`src/pdm_pkg.sv`:
```
// Constants and types for the pulse density sensor output stage
package pdm_pkg;
    // Clock and timing
    localparam int unsigned CLK_HZ          = 100_000_000;
    localparam int unsigned IDLE_MS         = 90;
    localparam int unsigned IDLE_CYC        = (CLK_HZ / 1000) * IDLE_MS;
    // Modulator tick rate: one stream bit per tick
    localparam int unsigned BIT_HZ          = 65_000;
    localparam int unsigned BIT_CYC         = (CLK_HZ + BIT_HZ - 1) / BIT_HZ;
    // Reading widths
    localparam int unsigned HUM_W           = 10;
    localparam int unsigned TMP_W           = 12;
    localparam int unsigned ACC_W           = 12;
    // Reset value of the held reading
    localparam logic [11:0] VAL_RST         = 12'h000;
    // Sequencer states
    typedef enum logic [1:0] {PDM_BOOT, PDM_RUN} pdm_state_t;
endpackage

```
`src/pdm_buf2.sv`:
```
// Two-entry valid/ready buffer for stream bits
`timescale 1ns/10ps
module pdm_buf2
    import pdm_pkg::*;
(
    input  wire logic clk_i,
    input  wire logic resetn_i,
    input  wire logic in_valid_i,
    input  wire logic in_data_i,
    output logic      in_ready_o,
    output logic      out_valid_o,
    output logic      out_data_o,
    input  wire logic out_ready_i
);
    logic [1:0] mem_q;   // Storage
    logic [1:0] mem_d;
    logic       rd_q;    // Read pointer
    logic       rd_d;
    logic       wr_q;    // Write pointer
    logic       wr_d;
    logic [1:0] cnt_q;   // Fill level
    logic [1:0] cnt_d;
    logic       push;
    logic       pop;

    // Next state of pointers and storage
    always_comb
    begin
        push  = in_valid_i && (cnt_q != 2'h2);
        pop   = out_ready_i && (cnt_q != 2'h0);
        mem_d = mem_q;
        rd_d  = rd_q ^ pop;
        wr_d  = wr_q ^ push;
        cnt_d = cnt_q + {1'b0, push} - {1'b0, pop};
        if (push)
        begin
            mem_d[wr_q] = in_data_i;
        end
    end

    // Register
    always_ff @(posedge clk_i or negedge resetn_i)
    begin
        if (!resetn_i)
        begin
            mem_q <= 2'h0;
            rd_q  <= 1'b0;
            wr_q  <= 1'b0;
            cnt_q <= 2'h0;
        end
        else
        begin
            mem_q <= mem_d;
            rd_q  <= rd_d;
            wr_q  <= wr_d;
            cnt_q <= cnt_d;
        end
    end

    assign in_ready_o  = (cnt_q != 2'h2);
    assign out_valid_o = (cnt_q != 2'h0);
    assign out_data_o  = mem_q[rd_q];
endmodule

```
`src/pdm_sensor_out.sv`:
```
// Output stage: selector, reading capture and pulse density modulator
`timescale 1ns/10ps
module pdm_sensor_out
    import pdm_pkg::*;
#(
    parameter int unsigned IDLE_CYCLES = IDLE_CYC
)
(
    input  wire logic             clk_i,
    input  wire logic             resetn_i,
    input  wire logic             sel_pin_i,    // High humidity, low temperature
    input  wire logic [HUM_W-1:0] hum_i,        // Linearised humidity code
    input  wire logic [TMP_W-1:0] tmp_i,        // Linearised temperature code
    input  wire logic             meas_done_i,  // Fresh measurement pulse
    output logic                  meas_en_o,    // Measurement engine enable
    output logic                  pulse_density_modulation_o,
    output logic                  idle_o        // Idle reached
);
    // Selector synchroniser, three stages
    logic [2:0] sel_sync_q;
    logic [2:0] sel_sync_d;
    logic       sel_q;      // Accepted selector level
    logic       sel_d;
    // Boot sequencer
    pdm_state_t st_q;
    pdm_state_t st_d;
    logic [31:0] boot_q;
    logic [31:0] boot_d;
    // Held reading and modulator
    logic [ACC_W-1:0] val_q;
    logic [ACC_W-1:0] val_d;
    logic [ACC_W:0]   acc_q;
    logic [ACC_W:0]   acc_d;
    logic [15:0]      tick_q;
    logic [15:0]      tick_d;
    logic             tick;
    logic             sum_bit;
    // Buffer and output flops
    logic             b_in_ready;
    logic             b_out_valid;
    logic             b_out_data;
    logic             out_q;
    logic             out_d;
    logic             meas_q;
    logic             meas_d;

    // Scale a reading to 12-bit full scale
    function automatic logic [ACC_W-1:0] scale_hum(input logic [HUM_W-1:0] h);
        scale_hum = {h, h[HUM_W-1 -: 2]};
    endfunction

    // Synchroniser and sequencer next values
    always_comb
    begin
        sel_sync_d = {sel_sync_q[1:0], sel_pin_i};
        sel_d      = sel_q;
        if (sel_sync_q[2] == sel_sync_q[1])
        begin
            sel_d = sel_sync_q[2];
        end
        st_d   = st_q;
        boot_d = boot_q;
        meas_d = 1'b0;
        case (st_q)
            PDM_BOOT:
            begin
                // Count boot cycles up to the idle point
                if (boot_q >= IDLE_CYCLES - 1)
                begin
                    st_d = PDM_RUN;
                end
                else
                begin
                    boot_d = boot_q + 32'h1;
                end
            end
            default:
            begin
                // Measure freely, no trigger needed
                meas_d = 1'b1;
            end
        endcase
    end

    // Reading capture and modulator next values
    always_comb
    begin
        val_d = val_q;
        if (meas_done_i && st_q == PDM_RUN)
        begin
            // Humidity when high, temperature when low
            val_d = sel_q ? scale_hum(hum_i) : tmp_i;
        end
        tick   = (tick_q == 16'(BIT_CYC - 1));
        tick_d = tick ? 16'h0 : tick_q + 16'h1;
        // First order sigma delta: density follows value
        sum_bit = 1'b0;
        acc_d   = acc_q;
        if (tick && b_in_ready)
        begin
            acc_d   = {1'b0, acc_q[ACC_W-1:0]} + {1'b0, val_q};
            sum_bit = acc_d[ACC_W];
        end
        out_d = out_q;
        if (b_out_valid)
        begin
            out_d = b_out_data;
        end
    end

    pdm_buf2 u_buf (
        .clk_i       (clk_i),
        .resetn_i    (resetn_i),
        .in_valid_i  (tick && st_q == PDM_RUN),
        .in_data_i   (sum_bit),
        .in_ready_o  (b_in_ready),
        .out_valid_o (b_out_valid),
        .out_data_o  (b_out_data),
        .out_ready_i (1'b1)
    );

    // Register all state
    always_ff @(posedge clk_i or negedge resetn_i)
    begin
        if (!resetn_i)
        begin
            sel_sync_q <= 3'h0;
            sel_q      <= 1'b0;
            st_q       <= PDM_BOOT;
            boot_q     <= 32'h0;
            val_q      <= VAL_RST;
            acc_q      <= '0;
            tick_q     <= 16'h0;
            out_q      <= 1'b0;
            meas_q     <= 1'b0;
        end
        else
        begin
            sel_sync_q <= sel_sync_d;
            sel_q      <= sel_d;
            st_q       <= st_d;
            boot_q     <= boot_d;
            val_q      <= val_d;
            acc_q      <= acc_d;
            tick_q     <= tick_d;
            out_q      <= out_d;
            meas_q     <= meas_d;
        end
    end

    assign pulse_density_modulation_o = out_q;
    assign meas_en_o                  = meas_q;
    assign idle_o                     = meas_q;
endmodule

```
`config.mk`:
```
export PLATFORM = sky130hd
export DESIGN_NAME = pdm_sensor_out
export DESIGN_NICKNAME = d
export VERILOG_FILES = /design/src/pdm_pkg.sv /design/src/pdm_buf2.sv /design/src/pdm_sensor_out.sv
export SDC_FILE = /design/constraint.sdc
export NUM_CORES = 1
export LEC_CHECK = 0
export BUFFER_PORTS_ARGS = -buffer_cell sky130_fd_sc_hd__buf_2
export CAP_MARGIN = 20
export CORE_UTILIZATION = 31
export DETAILED_ROUTE_END_ITERATION = 6
export PLACE_DENSITY_LB_ADDON = 0.1
export SETUP_SLACK_MARGIN = 0.05
export SYNTH_ARGS = -nofsm -noshare
export SYNTH_HDL_FRONTEND = slang
export SYNTH_SLANG_ARGS = --single-unit
```
`constraint.sdc`:
```
create_clock -name clk_i -period 2.6 [get_ports clk_i]
set_input_delay 0.26 -clock clk_i [delete_from_list [all_inputs] [get_ports clk_i]]
set_output_delay 0.26 -clock clk_i [all_outputs]
set_load 0.005 [all_outputs]
```
# Word level (Yosys, flattened, before mapping)
# Index checks and enable logic that the tools add are counted.
# totals
register_bits	85
inputBits	26
out_inout_bits	3
wordCells	46
# classes
addsub	5
n_lt_le_gt_ge	4
n_eq_ne	3
mux	9
n_bitwise	3
reduce_logical	9
# op_table
op	count
adder 32 x 1 -> 32 bit (second input constant)	1
>= comparator 32 x 24 -> 1 bit (second input constant)	1
adder 16 x 1 -> 16 bit (second input constant)	1
equality test 16 x 11 -> 1 bit (second input constant)	1
2-to-1 mux 16 bit	1
adder 12 x 12 -> 13 bit	1
2-to-1 mux 12 bit	1
logical AND 1 bit	5
2-to-1 mux 1 bit	5
less-than comparator 1 x 2 -> 1 bit (second input constant)	2
AND reduction 2 bit	2
adder 2 x 1 -> 2 bit	1
bitwise mux 2 bit	1
zero test 2 bit	1
!= test 2 bit (second input constant)	1
nonzero test 2 bit	1
subtractor 2 x 1 -> 2 bit	1
bitwise XOR 1 bit	2
demux 1 bit (select 1 bit)	1
equality test 1 bit	1
>= comparator 1 bit (second input constant)	1
NOT 1 bit	1

# Logic depth before layout (Yosys ltp)
# logic_depth
word_depth	5
ltp_mapped	9
ltp_nobuf	8

# Cells and area by module
# Synthesis repeated with hierarchy kept, for this count alone.
# hier_totals
cells_unflattened	398
area_unflattened_um2	4165.2
# by_module_without_submodules
mod	instances	cells_each	area_per_inst_um2	seq_area_each_um2
pdm_sensor_out	1	370	3851.2	1976.9
pdm_buf2	1	28	314.1	150.1

# Least setup slack after synthesis
# OpenSTA, ideal clock, no wires.
# synth_timing
path_kind	flip-flop to flip-flop
from	register val_q[0]
to	register u_buf.mem_q[0]
setup_ns	0.143
t_arrival_ns	2.127
required_time_ns	2.457
slack_ns	0.330
path_stages_with_launch	9
n_path_buf	0
period_less_slack_ns	2.270
path_cell_list	dfrtp_1 -> ha_1 -> fa_1 -> a21o_1 -> a211oi_1 -> o21a_1 -> nor3_1 -> o311ai_0 -> a31oi_1
# synth_via
elab_chain_cells	3
# synth_rtl
item	line	rtl
start, declared	pdm_sensor_out.sv:30	logic [ACC_W-1:0] val_q;
start signal, assigned	pdm_sensor_out.sv:143	val_q <= val_d;
adder 12 x 12 -> 13 bit	pdm_sensor_out.sv:101	acc_d = {1'b0, acc_q[ACC_W-1:0]} + {1'b0, val_q};
2-to-1 mux 1 bit	pdm_sensor_out.sv:99	if (tick && b_in_ready)
bitwise mux 2 bit	pdm_buf2.sv:37	mem_d[wr_q] = in_data_i;
end signal, assigned	pdm_buf2.sv:53	mem_q <= mem_d;
end, declared	pdm_buf2.sv:15	logic [1:0] mem_q;
# Every way passes these cells.
# A chain may end at the register's enable or synchronous reset.

# Worst setup path in the final report
# layout_timing
from	register val_q[0]
to	register u_buf.mem_q[1]
# The elaborated chain is that of the path after synthesis.

==> out/results.txt <==
The vias after detailed routing is 2,681, and the setup slack after layout is 293 ps. The cell count after synthesis came out at 387. The startpoint kind of the worst setup timing path was a register. On the final layout, the worst clock skew is 5.96 ps. The final number of max-transition violations is 0. The floorplan die height was 116 µm.

The detailed-route wire length per cell was 12.6 µm; the total core area was 12,700 µm². The tools report the setup slack after placement as 54.0 ps. Data required time at the worst endpoint: 2810 ps.

The net count of the mapped netlist was 431; the footprint of the flip-flops and latches was 2130 µm². The count of state elements after synthesis came out at 85. The HPWL after detailed placement is 5170 µm. In the synthesized netlist the dominant register cell turns out to be sky130_fd_sc_hd__dfrtp_1. The run gives 0.418 as the worst max-slew margin expressed relative to the limit. The die covers 13,500 µm². The cell at the root of the clock tree was sky130_fd_sc_hd__clkbuf_16.

The actual transition at the worst max-transition pin was 873 ps. Global-route usage over all layers: 0.127. Synthesis instantiated 45 different standard cells from the library.

For this block, the routed nets add up to 7450 µm of wire. The final-report hold violation count is 0, and the synthesized cell area is 4040 µm². Maximum fanout encountered on the critical timing path: 3. Type of the tightest min-delay check: input pin to register.

The effective utilization at floorplan was 0.319; the max-capacitance violation count was 0. In the final layout, the multi-input gates occupy 1820 µm². STA classifies the critical path endpoint as a register. Setup violations remaining at the end of the flow were counted as 0.

The critical path in this run is classified as register to register. The detail route stage leaves a number of antenna-violating nets equal to 0. The logs give 72 for the number of DRC markers after the initial detailed-route iteration and 0 for the number of diodes. The flow ran to the end, and the final reports show no timing, DRC or antenna violations. The count of H-tree levels built during CTS is 3. The floorplan has 41 rows. During I/O placement, the number of pins put on the boundary was 29. Sorting the synthesized cells by how often they occur yields sky130_fd_sc_hd__dfrtp_1, sky130_fd_sc_hd__nand2_1, sky130_fd_sc_hd__nor2_1, sky130_fd_sc_hd__xnor2_1.

The synthesized area per cell was 10.4 µm²; the x dimension of the die was 116 µm. The number of setup buffers added after CTS is 0. Total number of yosys warnings: 0.

Entering global routing, the biggest net connects 47 pins. The power density over the cells works out to 566 nW/µm². The layout cell share with drive strength beyond 1 was 0.136; the remaining global-route overflow was 0.

The port buffer count is 28. For the post-synthesis sequential area ratio, the log shows 0.527. The share of the clock period used by the worst path after layout works out to 0.887. By area the synthesized netlist is led by sky130_fd_sc_hd__dfrtp_1, sky130_fd_sc_hd__xnor2_1, sky130_fd_sc_hd__ha_1. Setup total negative slack on the finished layout was measured at 0 ps. The run gives 12,800 µm as the wire length of the first global-routing pass. For this design the static power due to leakage is 0.00219 µW.

The run gives 0 as the number of antenna violations at the first check in global routing. For the worst-skew pair, the clock arrives at the later sink with an insertion delay of 340 ps. The number of search-and-repair iterations in the first detailed-routing pass came out at 4.

At the end of routability-driven placement, the weighted congestion stood at 0.717. The number of clock buffers added by TritonCTS is 9. For the layout filler cell count, the log shows 1,288.

Subtracting the final worst setup slack from the clock period gives 2310 ps. Area overhead of the layout relative to synthesis: 15.8%. TritonCTS built the clock tree.

The clock slew seen by the registers of the worst setup and hold paths works out to 60 ps. Dividing the detail-routed via count by the number of cells gives 4.54. The tools report the deepest clock path buffer count as 2. The logs give 2,591 for the number of global-route vias before repair and 0 for the DRC violation count after routing.

The share of async-settable or async-resettable flops after synthesis came out at 1.00. The library cell with the highest instance count after synthesis is sky130_fd_sc_hd__dfrtp_1. Setup repair after global routing left no endpoint under its margin.

CTS saw 85 sinks. VDD sags by at most 0.000333 V. At the end of the flow, the number of nets in the layout was 458.

The area share of the leading cell type in the synthesized netlist came out at 0.527. Yosys mapped a number of flops with a built-in enable equal to 0. For this run, the top clock speed supported by timing is 0.433 GHz. The biggest area consumer among synthesized cells was sky130_fd_sc_hd__dfrtp_1. For the arrival time of the worst setup path, the log shows 2520 ps.
-- what timing repair did --
item	in CTS	in global routing
gates cloned	0	0
endpoints found under the hold margin	39	1
hold buffers	1	1
pin swaps	0	2
resized for setup	1	3
endpoints found under the setup margin	1	3
-- report_power, final --
group / switching [µW] / leakage (µW) / internal [µW]
sequential: 10.5 / 0.00115 / 1330
combinational: 38.0 / 0.000904 / 33.2
clock: 505 / 0.000138 / 733
-- kinds of logic (layout without fill, tap and decap cells) --
logic type / after synthesis / after routing / synth area share
multiplexers: 14 / 14 / 0.0350
flip-flops: 85 / 85 / 0.527
AO/OA/AOI/OAI: 56 / 56 / 0.0870
buffers and inverters: 25 / 56 / 0.0248
adder cells (fa/ha/maj): 19 / 19 / 0.0601
XOR/XNOR: 44 / 44 / 0.0954
AND/OR/NAND/NOR: 144 / 144 / 0.171
-- worst max-delay path, stage by stage, from the launching register on --
cell	delay [ps]
sky130_fd_sc_hd__dfrtp_1	380
sky130_fd_sc_hd__ha_1	250
sky130_fd_sc_hd__fa_2	370
sky130_fd_sc_hd__a21o_1	190
sky130_fd_sc_hd__a211oi_2	220
sky130_fd_sc_hd__o21a_1	200
sky130_fd_sc_hd__nor3_1	90
sky130_fd_sc_hd__o311ai_1	350
sky130_fd_sc_hd__a31oi_1	150
-- per-layer routing --
metal,GRT usage,share of wire,vias to the layer above,wire (µm)
met5,0,0,-,0
met4,0.0538,0.019,0,142
met3,0.0436,0.033,9,247
met2,0.187,0.45,30,3320
met1,0.171,0.50,1258,3740
li1,-,-,1384,-
-- area by class of cell --
cell class,count,area share
Clock buffer,10,0.0489
Inverter,8,0.00695
Sequential cell,85,0.455
Multi-Input combinational cell,277,0.390
Tap cell,172,0.0460
Clock inverter,5,0.0112
Timing Repair Buffer,33,0.0423
-- state kept, by name, summed over array words and instances (netlist names), 2 cells and up --
register,cells
acc_q,12
boot_q,32
sel_sync_q,3
tick_q,16
u_buf.cnt_q,2
u_buf.mem_q,2
val_q,12
-- worst paths after layout --
kind / start / endpoint / slack, ps / depth (start not counted)
min: tmp_i[11] / val_q[11] / 220 / 3
min reg2reg: sel_sync_q[0] / sel_sync_q[1] / 360 / 0
max: val_q[0] / u_buf.mem_q[1] / 290 / 8
max in group asynchronous: resetn_i / acc_q[7] / 1510 / 3
max reg2reg: val_q[0] / u_buf.mem_q[1] / 290 / 8
min in group asynchronous: resetn_i / boot_q[23] / 450 / 2
-- cells in the final DEF (no fill, tap or decap), drive strengths merged, types with 6 or more instances in the layout --
master / Yosys / final
dfrtp: 85 / 85
nand2: 41 / 41
nor2: 37 / 37
buf: 2 / 31
xnor2: 27 / 27
nand3: 17 / 17
xor2: 17 / 17
ha: 17 / 17
o21ai: 16 / 16
a21oi: 16 / 16
mux2i: 13 / 13
nor3: 11 / 11
clkbuf: 15 / 10
inv: 8 / 8
or3: 7 / 7
o21a: 7 / 7
and3: 6 / 6
-- per-stage QoR --
step,cell area [µm²],util,cells,power (µW),hold slack (ps)
after floorplan,4040,-,387,1380,-35.6
after global placement,4360,0.344,573,1430,296
after detailed placement,4360,0.344,573,1430,296
after CTS,4660,0.367,589,2720,0.860
after global routing,4680,0.369,590,2770,220
final,4680,0.369,590,2650,219
(Power assumes the default switching activity.)
